`src/rtl/csc_pkg.sv`:
```
// Package of the CPU status and core-control register block.
// Assumes an APB slave with 32-bit data, one aligned word per register.
package csc_pkg;

  // ----------------------------------------------------------------
  // Register map (byte addresses)
  // ----------------------------------------------------------------
  localparam logic [7:0] CSC_STATUS_OFF   = 8'h00;
  localparam logic [7:0] CSC_CORE_OFF     = 8'h04;
  localparam logic [7:0] CSC_PAGE_OFF     = 8'h08;
  localparam logic [7:0] CSC_NEST_OFF     = 8'h0C;
  localparam logic [7:0] CSC_ANCFG_OFF    = 8'h10;
  localparam logic [7:0] CSC_PORTIN_OFF   = 8'h14;
  localparam logic [7:0] CSC_REPEAT_OFF   = 8'h18;

  // ----------------------------------------------------------------
  // Status register fields
  // ----------------------------------------------------------------
  localparam int CSC_HC_BIT  = 8;
  localparam int CSC_PLL_HI  = 7;
  localparam int CSC_PLL_LO  = 5;
  localparam int CSC_RA_BIT  = 4;
  localparam int CSC_N_BIT   = 3;
  localparam int CSC_OV_BIT  = 2;
  localparam int CSC_Z_BIT   = 1;
  localparam int CSC_C_BIT   = 0;
  localparam logic [15:0] CSC_STATUS_MASK = 16'h01FF;

  // Core control fields
  localparam int CSC_PMSB_BIT = 3;
  localparam int CSC_PWIN_BIT = 2;
  localparam logic [15:0] CSC_CORE_MASK = 16'h000C;

  // Reset values
  localparam logic [15:0] CSC_STATUS_RST = 16'h0000;
  localparam logic [15:0] CSC_CORE_RST   = 16'h0000;
  localparam logic [7:0]  CSC_PAGE_RST   = 8'h00;

  // Divide timing and level limits
  localparam logic [4:0] CSC_DIV_CYCLES = 5'h13;
  localparam logic [3:0] CSC_LEVEL_USER_MAX = 4'h7;

  // Repeat engine states
  typedef enum logic [1:0] {
    CSC_RPT_IDLE = 2'b00,
    CSC_RPT_RUN  = 2'b01,
    CSC_RPT_HOLD = 2'b11
  } csc_rpt_t;

endpackage : csc_pkg

```
`src/rtl/csc_flag_calc.sv`:
```
// Flag computation for byte and word ALU results.
// Assumes operands and carry-in are valid in the same cycle.
`timescale 1ns/1ns
`default_nettype none
module csc_flag_calc (
  input  wire logic [15:0] opa,
  input  wire logic [15:0] opb,
  input  wire logic        cin,
  input  wire logic        byte_op,
  output logic      [15:0] result,
  output logic      [4:0]  flags
);
  logic [16:0] sum;
  logic [8:0]  nib;
  logic        msb_a;
  logic        msb_b;
  logic        msb_r;
  logic        cout;
  logic        hcar;
  logic        zero;

  // ----------------------------------------------------------------
  // Adder and flags, flag order {half, neg, wrap, zero, carry}
  // ----------------------------------------------------------------
  always_comb begin
    sum = {1'b0, opa} + {1'b0, opb} + {16'h0000, cin};
    nib = byte_op ? {4'h0, {1'b0, opa[3:0]} + {1'b0, opb[3:0]}
                           + {4'h0, cin}}
                  : {1'b0, opa[7:0]} + {1'b0, opb[7:0]} + {8'h00, cin};
    hcar   = byte_op ? nib[4] : nib[8];
    result = byte_op ? {8'h00, sum[7:0]} : sum[15:0];
    msb_a  = byte_op ? opa[7] : opa[15];
    msb_b  = byte_op ? opb[7] : opb[15];
    msb_r  = byte_op ? sum[7] : sum[15];
    cout   = byte_op ? (sum[8] ^ opa[8] ^ opb[8]) : sum[16];
    zero   = byte_op ? (sum[7:0] == 8'h00) : (sum[15:0] == 16'h0000);
    flags  = {hcar, msb_r, (msb_a == msb_b) && (msb_r != msb_a),
              zero, cout};
  end
endmodule : csc_flag_calc
`default_nettype wire

```
`src/rtl/csc_repeat_ctl.sv`:
```
// Repeat loop sequencer; holds the remaining count across interrupts.
// Assumes start is a one-cycle pulse from the instruction datapath.
`timescale 1ns/1ns
`default_nettype none
module csc_repeat_ctl
  import csc_pkg::*;
(
  input  wire logic       mclk,
  input  wire logic       arst_n,
  input  wire logic       start,
  input  wire logic [4:0] count,
  input  wire logic       irq_take,
  output logic            active,
  output logic            done
);
  csc_rpt_t   state;
  logic [4:0] left;

  // ----------------------------------------------------------------
  // Loop engine
  // ----------------------------------------------------------------
  // Interrupt only pauses the count, so no iteration is lost
  always_ff @(posedge mclk or negedge arst_n) begin
    if (!arst_n) begin
      state <= CSC_RPT_IDLE;
      left  <= 5'h00;
      done  <= 1'b0;
    end else begin
      done <= 1'b0;
      case (state)
        CSC_RPT_IDLE: begin
          if (start && count != 5'h00) begin
            left  <= count;
            state <= CSC_RPT_RUN;
          end
        end
        CSC_RPT_RUN: begin
          if (irq_take) begin
            state <= CSC_RPT_HOLD;
          end else if (left == 5'h01) begin
            left  <= 5'h00;
            done  <= 1'b1;
            state <= CSC_RPT_IDLE;
          end else begin
            left <= left - 5'h01;
          end
        end
        // Resume counts at once, so the pause costs no extra cycle
        CSC_RPT_HOLD: begin
          if (!irq_take) begin
            if (left == 5'h01) begin
              left  <= 5'h00;
              done  <= 1'b1;
              state <= CSC_RPT_IDLE;
            end else begin
              left  <= left - 5'h01;
              state <= CSC_RPT_RUN;
            end
          end
        end
        default: state <= CSC_RPT_IDLE;
      endcase
    end
  end

  assign active = (state != CSC_RPT_IDLE);
endmodule : csc_repeat_ctl
`default_nettype wire

```
`src/rtl/csc_core.sv`:
```
// CPU status and core-control register bank with APB access.
// Assumes one synchronous clock domain; datapath events are one-cycle
// pulses that arrive synchronous to mclk.
//
// Register access over APB and the register addresses were left to the implementer.
`timescale 1ns/1ns
`default_nettype none
module csc_core
  import csc_pkg::*;
(
  input  wire logic        mclk,
  input  wire logic        arst_n,
  input  wire logic        psel,
  input  wire logic        penable,
  input  wire logic        pwrite,
  input  wire logic [7:0]  paddr,
  input  wire logic [31:0] pwdata,
  output logic      [31:0] prdata,
  output logic             pready,
  output logic             pslverr,
  input  wire logic        alu_valid,
  input  wire logic [15:0] alu_opa,
  input  wire logic [15:0] alu_opb,
  input  wire logic        alu_cin,
  input  wire logic        alu_byte,
  input  wire logic        alu_zero_sticky,
  input  wire logic        div_start,
  input  wire logic        irq_take,
  input  wire logic        level_load,
  input  wire logic [3:0]  level_value,
  input  wire logic        wreg_we,
  input  wire logic [3:0]  wreg_waddr,
  input  wire logic [15:0] wreg_wdata,
  input  wire logic [3:0]  wreg_raddr,
  output logic      [15:0] wreg_rdata,
  output logic      [15:0] stack_ptr,
  input  wire logic [15:0] dmem_addr,
  output logic             prog_sel,
  output logic      [23:0] prog_addr,
  input  wire logic [15:0] pin_level,
  output logic      [15:0] port_value,
  output logic      [15:0] alu_result,
  output logic             user_irq_en,
  output logic             div_busy,
  output logic             div_done
);
  // ----------------------------------------------------------------
  // Declarations
  // ----------------------------------------------------------------
  logic [15:0] status;
  logic [15:0] core_ctl;
  logic [7:0]  visibility_page;
  logic        nesting_disable;
  logic [15:0] analog_pin_config;
  logic [15:0] wreg [0:15];
  logic [15:0] calc_result;
  logic [4:0]  calc_flags;
  logic        rpt_active;
  logic        rpt_done;
  logic        wr_en;
  logic        rd_en;
  logic        addr_ok;
  logic [31:0] next_prdata;
  logic [3:0]  level_full;

  assign wr_en = psel && penable && pwrite;
  assign rd_en = psel && !penable && !pwrite;

  // ----------------------------------------------------------------
  // Submodules
  // ----------------------------------------------------------------
  csc_flag_calc u_flags (
    .opa     (alu_opa),
    .opb     (alu_opb),
    .cin     (alu_cin),
    .byte_op (alu_byte),
    .result  (calc_result),
    .flags   (calc_flags)
  );

  // Divide is a fixed 19-cycle repeat run
  csc_repeat_ctl u_rpt (
    .mclk     (mclk),
    .arst_n   (arst_n),
    .start    (div_start),
    .count    (CSC_DIV_CYCLES),
    .irq_take (irq_take),
    .active   (rpt_active),
    .done     (rpt_done)
  );

  // ----------------------------------------------------------------
  // Status register
  // ----------------------------------------------------------------
  // ALU update wins over a software write in the same cycle
  always_ff @(posedge mclk or negedge arst_n) begin
    if (!arst_n) begin
      status <= CSC_STATUS_RST;
    end else begin
      if (wr_en && paddr == CSC_STATUS_OFF) begin
        status[CSC_HC_BIT] <= pwdata[CSC_HC_BIT];
        status[3:0]        <= pwdata[3:0];
        if (!nesting_disable) begin
          status[CSC_PLL_HI:CSC_PLL_LO] <= pwdata[7:5];
        end
      end
      if (level_load) begin
        status[CSC_PLL_HI:CSC_PLL_LO] <= level_value[2:0];
      end
      if (alu_valid) begin
        status[CSC_HC_BIT] <= calc_flags[4];
        status[CSC_N_BIT]  <= calc_flags[3];
        status[CSC_OV_BIT] <= calc_flags[2];
        status[CSC_C_BIT]  <= calc_flags[0];
        if (!calc_flags[1]) begin
          status[CSC_Z_BIT] <= 1'b0;
        end else if (!alu_zero_sticky) begin
          status[CSC_Z_BIT] <= 1'b1;
        end
      end
      status[CSC_RA_BIT] <= rpt_active;
      status[15:9]       <= 7'h00;
    end
  end

  // ----------------------------------------------------------------
  // Core control and auxiliary registers
  // ----------------------------------------------------------------
  always_ff @(posedge mclk or negedge arst_n) begin
    if (!arst_n) begin
      core_ctl <= CSC_CORE_RST;
    end else begin
      if (wr_en && paddr == CSC_CORE_OFF) begin
        core_ctl[CSC_PWIN_BIT] <= pwdata[CSC_PWIN_BIT];
      end
      if (level_load) begin
        core_ctl[CSC_PMSB_BIT] <= (level_value > CSC_LEVEL_USER_MAX);
      end
      core_ctl[15:4] <= 12'h000;
      core_ctl[1:0]  <= 2'h0;
    end
  end

  always_ff @(posedge mclk or negedge arst_n) begin
    if (!arst_n) begin
      visibility_page   <= CSC_PAGE_RST;
      nesting_disable   <= 1'b0;
      analog_pin_config <= 16'h0000;
    end else if (wr_en) begin
      case (paddr)
        CSC_PAGE_OFF:  visibility_page   <= pwdata[7:0];
        CSC_NEST_OFF:  nesting_disable   <= pwdata[0];
        CSC_ANCFG_OFF: analog_pin_config <= pwdata[15:0];
        default: ;
      endcase
    end
  end

  // ----------------------------------------------------------------
  // Working registers, one cycle per write
  // ----------------------------------------------------------------
  always_ff @(posedge mclk) begin
    if (wreg_we) begin
      wreg[wreg_waddr] <= wreg_wdata;
    end
  end

  always_ff @(posedge mclk or negedge arst_n) begin
    if (!arst_n) begin
      wreg_rdata <= 16'h0000;
      stack_ptr  <= 16'h0000;
    end else begin
      wreg_rdata <= wreg[wreg_raddr];
      stack_ptr  <= (wreg_we && wreg_waddr == 4'hF) ? wreg_wdata
                                                     : stack_ptr;
    end
  end

  // ----------------------------------------------------------------
  // Datapath-facing outputs
  // ----------------------------------------------------------------
  assign level_full = {core_ctl[CSC_PMSB_BIT],
                       status[CSC_PLL_HI:CSC_PLL_LO]};

  always_ff @(posedge mclk or negedge arst_n) begin
    if (!arst_n) begin
      prog_sel    <= 1'b0;
      prog_addr   <= 24'h000000;
      port_value  <= 16'h0000;
      alu_result  <= 16'h0000;
      user_irq_en <= 1'b0;
      div_busy    <= 1'b0;
      div_done    <= 1'b0;
    end else begin
      prog_sel  <= core_ctl[CSC_PWIN_BIT] && dmem_addr[15];
      prog_addr <= {1'b0, visibility_page, dmem_addr[14:0]};
      port_value <= pin_level & analog_pin_config;
      alu_result <= calc_result;
      user_irq_en <= !level_full[3] && level_full[2:0] != 3'h7;
      div_busy <= rpt_active;
      div_done <= rpt_done;
    end
  end

  // ----------------------------------------------------------------
  // APB slave: zero wait, error on unmapped address
  // ----------------------------------------------------------------
  always_comb begin
    addr_ok = 1'b1;
    case (paddr)
      CSC_STATUS_OFF: next_prdata = {16'h0000, status & CSC_STATUS_MASK};
      CSC_CORE_OFF:   next_prdata = {16'h0000, core_ctl & CSC_CORE_MASK};
      CSC_PAGE_OFF:   next_prdata = {24'h000000, visibility_page};
      CSC_NEST_OFF:   next_prdata = {31'h00000000, nesting_disable};
      CSC_ANCFG_OFF:  next_prdata = {16'h0000, analog_pin_config};
      CSC_PORTIN_OFF: next_prdata = {16'h0000, port_value};
      CSC_REPEAT_OFF: next_prdata = {31'h00000000, rpt_active};
      default: begin
        next_prdata = 32'h00000000;
        addr_ok     = 1'b0;
      end
    endcase
  end

  always_ff @(posedge mclk or negedge arst_n) begin
    if (!arst_n) begin
      prdata  <= 32'h00000000;
      pready  <= 1'b0;
      pslverr <= 1'b0;
    end else begin
      pready  <= psel && !penable;
      pslverr <= psel && !penable && !addr_ok;
      if (rd_en) begin
        prdata <= next_prdata;
      end
    end
  end
endmodule : csc_core
`default_nettype wire

```
`config.mk`:
```
export PLATFORM = sky130hd
export DESIGN_NAME = csc_core
export DESIGN_NICKNAME = d
export VERILOG_FILES = /design/src/rtl/csc_pkg.sv /design/src/rtl/csc_flag_calc.sv /design/src/rtl/csc_repeat_ctl.sv /design/src/rtl/csc_core.sv
export SDC_FILE = /design/constraint.sdc
export NUM_CORES = 1
export LEC_CHECK = 0
export ABC_AREA = 1
export BUFFER_PORTS_ARGS = -buffer_cell sky130_fd_sc_hd__buf_2
export CORE_MARGIN = 2
export CORE_UTILIZATION = 35
export DETAILED_ROUTE_END_ITERATION = 8
export PLACE_DENSITY = 0.52
export SYNTH_ARGS = -nofsm -noshare
export SYNTH_HDL_FRONTEND = slang
export SYNTH_SLANG_ARGS = --single-unit
export TNS_END_PERCENT = 20
```
`constraint.sdc`:
```
create_clock -name mclk -period 2.6 [get_ports mclk]
set_input_delay 0.26 -clock mclk [delete_from_list [all_inputs] [get_ports mclk]]
set_output_delay 0.26 -clock mclk [all_outputs]
set_load 0.02 [all_outputs]
```
# Word level (Yosys, flattened, before mapping)
# Memory sizes are Yosys's and may differ from the RTL's. A register that Yosys moved wholly into a read port is not among the register bits.
# Cells that the tools add are included.
op_classes:
  add_sub_neg: 7
  order_cmp: 1
  eq_ne: 18
  mux: 33
  n_bitwise: 3
  reduce_logical: 32
ops:
  columns: ["cell", "count"]
  rows:
  - ["$pmux W16 S7", 1]
  - ["$eq A8 B5 Y1 const B", 3]
  - ["$add A16 B16 Y17", 1]
  - ["$add A17 B1 Y17", 1]
  - ["$and A16 B16 Y16", 1]
  - ["$eq A8 B4 Y1 const B", 2]
  - ["$logic_not A16 Y1", 1]
  - ["$logic_not A8 Y1", 2]
  - ["$mux W1", 16]
  - ["$mux W16", 1]
  - ["$mux W5", 3]
  - ["$mux W4", 3]
  - ["$logic_and A1 B1 Y1", 11]
  - ["$pmux W5 S2", 1]
  - ["$add A8 B8 Y9", 1]
  - ["$add A9 B1 Y9", 1]
  - ["$mux W9", 1]
  - ["$eq A8 B3 Y1 const B", 1]
  - ["$mux W2", 4]
  - ["$ne A2 B2 Y1 const B", 4]
  - ["$reduce_and A2 Y1", 4]
  - ["$reduce_bool A2 Y1", 4]
  - ["$reduce_or A7 Y1", 1]
  - ["$mux W3", 2]
  - ["18 further kinds", 24]
totals:
  reg_bits: 153
  mem_bits_rw: 256
  input_bits: 145
  output_inout_bits: 126
  word_cells: 117
  mem_count: 1
memory_table:
  columns: ["memory", "words", "word_bits", "rd", "rd_ports_with_merged_regs", "write_ports", "line", "rtl"]
  rows:
  - ["wreg", 16, 16, 1, 1, 1, "csc_core.sv:55", "logic [15:0] wreg [0:15];"]

# Logic depth before layout (Yosys ltp)
logic_depth:
  word_depth: 7
  ltp_mapped: 16
  ltp_nobuf: 16

# Cells and area by module
# Synthesis repeated with hierarchy kept, for this count alone.
unflattened:
  cells_unflattened: 1670
  hier_area_um2: 17829.6
by_module_without_submodules:
  columns: ["mod", "n_inst", "cells_each", "area_each_um2", "seq_area_each_um2"]
  rows:
  - ["csc_core", 1, 1348, 15960.3, 11290.8]
  - ["csc_flag_calc", 1, 245, 1290.0, 0.0]
  - ["csc_repeat_ctl", 1, 77, 579.3, 200.2]

# Least setup slack after synthesis
# Ideal clock, no wire load.
synth_timing:
  path_type: "input to register"
  startpoint: "input port alu_opa[0]"
  endpoint: "register status[1]"
  setup_ps: 77
  arrival_ps: 2069
  required_ps: 2523
  slack_ps: 454
  path_stages: 16
  n_path_buf: 0
  path_cell_list: "inv_1 -> fa_1 -> fa_1 -> inv_1 -> nand3_1 -> nand2_4 -> nand2_1 -> nand2_1 -> nand2_1 -> nand2_1 -> nand3_1 -> nor2_1 -> nand2_1 -> nand2_1 -> nand2_1 -> a21oi_1"
synth_between:
  elab_chain_len: 6
synth_rtl:
  columns: ["item", "line", "rtl"]
  rows:
  - ["start: declaration", "csc_core.sv:22", "input wire logic [15:0] alu_opa,"]
  - ["$add A16 B16 Y17 *", "csc_flag_calc.sv:26", "sum = {1'b0, opa} + {1'b0, opb} + {16'h0000, cin};"]
  - ["$add A17 B1 Y17 *", "csc_flag_calc.sv:26", null]
  - ["$logic_not A16 Y1 / $logic_not A8 Y1 (equally long branches)", "csc_flag_calc.sv:36", "zero = byte_op ? (sum[7:0] == 8'h00) : (sum[15:0] == 16'h0000);"]
  - ["$mux W1 *", "csc_flag_calc.sv:36", null]
  - ["$mux W1 *", "csc_core.sv:115", "if (!calc_flags[1]) begin"]
  - ["$mux W4 *", "csc_core.sv:110", "if (alu_valid) begin"]
  - ["end signal: indexed assignment", "csc_core.sv:111", "status[CSC_HC_BIT] <= calc_flags[4];"]
  - ["end signal: indexed assignment", "csc_core.sv:112", "status[CSC_N_BIT] <= calc_flags[3];"]
  - ["end signal: indexed assignment", "csc_core.sv:113", "status[CSC_OV_BIT] <= calc_flags[2];"]
  - ["end: declaration", "csc_core.sv:50", "logic [15:0] status;"]
# Every way passes the cells marked *; elsewhere a longest branch is shown, timed or not.
# A chain may end at the register's enable or synchronous reset.

# Final worst setup path
layout_timing:
  startpoint: "input port penable"
  endpoint: "register status[6]"
layout_between:
  elab_chain_len: 5
layout_rtl:
  columns: ["item", "line", "rtl"]
  rows:
  - ["start: declaration", "csc_core.sv:14", "input wire logic penable,"]
  - ["$logic_and A1 B1 Y1 (2 in a row)", "csc_core.sv:66", "assign wr_en = psel && penable && pwrite;"]
  - ["$logic_and A1 B1 Y1", "csc_core.sv:100", "if (wr_en && paddr == CSC_STATUS_OFF) begin"]
  - ["$reduce_bool A2 Y1 (no source line)", null, null]
  - ["$reduce_and A2 Y1 (no source line)", null, null]
  - ["end signal: indexed assignment", "csc_core.sv:101", "status[CSC_HC_BIT] <= pwdata[CSC_HC_BIT];"]
  - ["end signal: indexed assignment", "csc_core.sv:104", "status[CSC_PLL_HI:CSC_PLL_LO] <= pwdata[7:5];"]
  - ["end signal: indexed assignment", "csc_core.sv:108", "status[CSC_PLL_HI:CSC_PLL_LO] <= level_value[2:0];"]
# No other way between the ends.

==> impl_metrics.csv <==
group,metric,value,unit
status,status,"finished clean",
synthesis,synth_largest_area_cell,"edfxtp_1",
timing,final-setup-viol-count,0,
critical_path,required,3040,ps
synthesis,ys.warnings.count,0,
grt,antenna_found_initial,4,
finish,area_delta_synth_final,24.17,%
clock_network,clock_latency,570,ps
synthesis,syn_inst,1463,
place,place.gp.congestion,0.8480,
power_and_ir_drop,internal-power,11.38,mW
synthesis,synthSimpleGateAreaFrac,9.460,%
critical_path,cp.arrival,2710,ps
die,dieArea,50680,µm²
worst_hold_path,min_path_cells,3,
synthesis,synthTopCellsByCount,"256 x edfxtp_1, 223 x nand2_1, 184 x inv_1",
die,ioPinCount,271,
timing,slew-limit-headroom,56.76,%
grt,grt.overflow.total,0,
routing,post_drt_wl_per_cell,18.83,µm
grt,grt_pass1_vias,11720,
routing,num_vias,11820,
grt,grtUsageTotal,18.19,%
timing,hold_violations,0,
synthesis,synthFlopType,"edfxtp_1",
power_and_ir_drop,fin_total_pwr,15.26,mW
power_and_ir_drop,power_switching,3.874,mW
clock_network,cts_root_buf,"clkbuf_16",
critical_path,cp-start-kind,"input port",
routing,firstDrtPassIters,5,
worst_hold_path,hp-class,"in2reg",
die,die_h,225.1,µm
critical_path,cp_max_fo,7,
routing,drc,0,
routing,antenna_left,0,
routing,wirelength,46.27,mm
power_and_ir_drop,swShare,25.39,%
die,die-width,225.1,µm
synthesis,synthTopCellsByArea,"edfxtp_1 45%, dfrtp_1 22%, nand2_1 4.9%",
clock_network,htree_levels,2,
critical_path,endpoint_kind,"flip-flop",
clock_network,clock-sinks,408,
clock_network,cts_tree,"done",
critical_path,r2r-start,"nesting_disable$_DFFE_PN0P_",
synthesis,synth-edff-count,256,
power_and_ir_drop,p_clk_share,40.1,%
worst_hold_path,min_to,"u_rpt.state[0]$_DFFE_PN0P_",
power_and_ir_drop,ir_worst_vdd,0.0003930,V
clock_network,postCtsSetupRepairBufs,0,
power_and_ir_drop,leakage,9.400,nW
timing,tns,0,ps
timing,fin_skew,17.66,ps
synthesis,yosysMostFrequentCell,"edfxtp_1",
power_and_ir_drop,power.density,718.0,nW/µm²
power_and_ir_drop,pwr-share-seq,48.3,%
finish,drive_gt1_share,22.09,%
synthesis,synth_top_family_by_area,"compound AO/OA/AOI/OAI gates",
finish,multi_input_area,4624,µm²
clock_network,clk_pin_slew,60,ps
critical_path,path_class,"in2reg",
power_and_ir_drop,combPwrFrac,11.7,%
die,rows,81,
place,post-dp-hpwl,29.64,mm
synthesis,synth_compound_area_share,10.18,%
synthesis,synth_xor_area_share,0.4094,%
finish,fillers,4616,
worst_hold_path,hold_start,"div_start",
critical_path,regToRegEndpoint,"status[6]$_DFFE_PN0P_",
synthesis,ys_types,48,
finish,nets,1959,
synthesis,avgSynthCellArea,11.70,µm²
timing,tightest_slew,646.2,ps
synthesis,syn_area,17110,µm²
timing,rsz0062_at_grt,"no",
flow_run,drv_cap,0,
routing,drt-initial-drc-count,624,
timing,min_period_over_period,87.26,%
synthesis,async_flop_share,37.25,%
timing,drv_slew,0,
finish,regArea,11490,µm²
grt,grt_max_degree,59,
critical_path,r2r_cells,4,
synthesis,synthMuxAreaShare,4.913,%
clock_network,cts-resized-gates,0,
timing,fmax,440.7,MHz
clock_network,hold_buffers,58,
die,core,48650,µm²
grt,grt_pass1_wl,69.39,mm
synthesis,synth-seq-cells,408,
synthesis,synth_top_cell_area_share,44.92,%
timing,layout_min_cycle_time,2269,ps
routing,avgViaCountPerCell,4.810,
clock_network,cts_buffers,46,
synthesis,synth-adder-area-share,1.477,%
synthesis,ys_seq_area_share,67.14,%
critical_path,reg2reg_slack,1030,ps
die,start_util,35.18,%
clock_network,clk_path_buf_depth,3,
place,port_buffers,237,
[worst max-delay path by stage]
stage                          start               endpoint  slack, ps  cells after the start
after floorplan           alu_opa[0]    status[1]$_DFF_PN0_        450                     16
after global placement    alu_opa[0]    status[1]$_DFF_PN0_        140                     17
after detailed placement  alu_opa[0]    status[1]$_DFF_PN0_        120                     17
after CTS                    penable  status[6]$_DFFE_PN0P_        390                      9
after global routing         penable  status[6]$_DFFE_PN0P_        190                     10
final                        penable  status[6]$_DFFE_PN0P_        330                      9
[critical path: stages]
cell and delay, ps:
dlygate4sd3_1 520, buf_2 130, nand2_1 50, nor2_1 490
nand2_2 190, or2_4 300, nor3_1 140, nor2_1 70
dlygate4sd3_1 550
[metal layers]
layer  track usage (%)  wire [µm]  vias up
met3             3.559       2348       72
met4             5.426       1158        0
li1                  -          -     5684
met5                 0          0        -
met1             24.13      20580     5768
met2             30.25      22170      294
[power by group through the flow]
stage | registers, mW | clock network [mW] | logic (mW)
after floorplan | 7.66 | 0 | 0.832
after global placement | 7.48 | 0 | 1.71
after detailed placement | 7.49 | 0 | 1.73
after CTS | 7.37 | 6.30 | 1.81
after global routing | 7.40 | 6.54 | 1.98
final | 7.37 | 6.11 | 1.78
[through the flow]
step	setup slack (ps)	hold slack (ps)	cell area, µm²	utilization (%)	instances
2_1_floorplan	454.0	-35.59	17170	-	1479
3_3_place_gp	141.7	271.7	19240	39.54	2311
3_5_place_dp	116.1	277.1	19240	39.54	2311
4_1_cts	387.6	0.6491	21250	43.67	2455
5_1_grt	190.7	53.35	21250	43.68	2456
6_report	331.1	34.50	21250	43.68	2457
[state kept, by name, summed over array words and instances, names as in the netlist, 5 cells and up]
name               flops
stack_ptr             16
u_rpt.left             5
prog_addr             23
port_value            16
status                 9
wreg_rdata            16
prdata                16
alu_result            16
wreg                 256
visibility_page        8
analog_pin_config     16
[final cells by class]
class | instances | area share (%)
clock inverter | 15 | 0.4769
sequential | 408 | 54.07
timing repair buffer | 342 | 10.39
tap | 622 | 3.662
antenna | 2 | 0.02355
inverter | 191 | 3.374
clock buffer | 71 | 6.241
multi-input combinational | 806 | 21.76
[kinds of logic after synthesis]
logic type	after synthesis
XOR/XNOR	8
AO/OA/AOI/OAI	300
flip-flops	408
adder cells (fa/ha/maj)	19
multiplexers	82
buffers and inverters	265
other	1
AND/OR/NAND/NOR	380
[cells in the final DEF (no fill, tap or decap), types with 5 or more instances in the layout]
cell           synthesis  routed
a21oi_1               93      93
buf_12                 0       6
buf_2                 16     235
buf_4                 21      41
clkbuf_1              31      18
clkbuf_16              0      47
clkbuf_8               0       6
clkinv_2               0       9
conb_1                 1      17
dfrtp_1              152     152
dlygate4sd3_1          0      58
edfxtp_1             256     256
ha_1                  17      17
inv_1                184     184
inv_2                  5       5
mux2_2                16      16
mux2i_1               66      66
nand2_1              223     223
nand2_2                7       7
nand3_1               60      60
nand4_1                5       5
nor2_1                58      46
nor2_2                 3      14
nor3_1                 8       8
o211ai_1              67      67
o21ai_0              121     121
xnor2_1                5       5
Power figures use the tool's default switching activity.
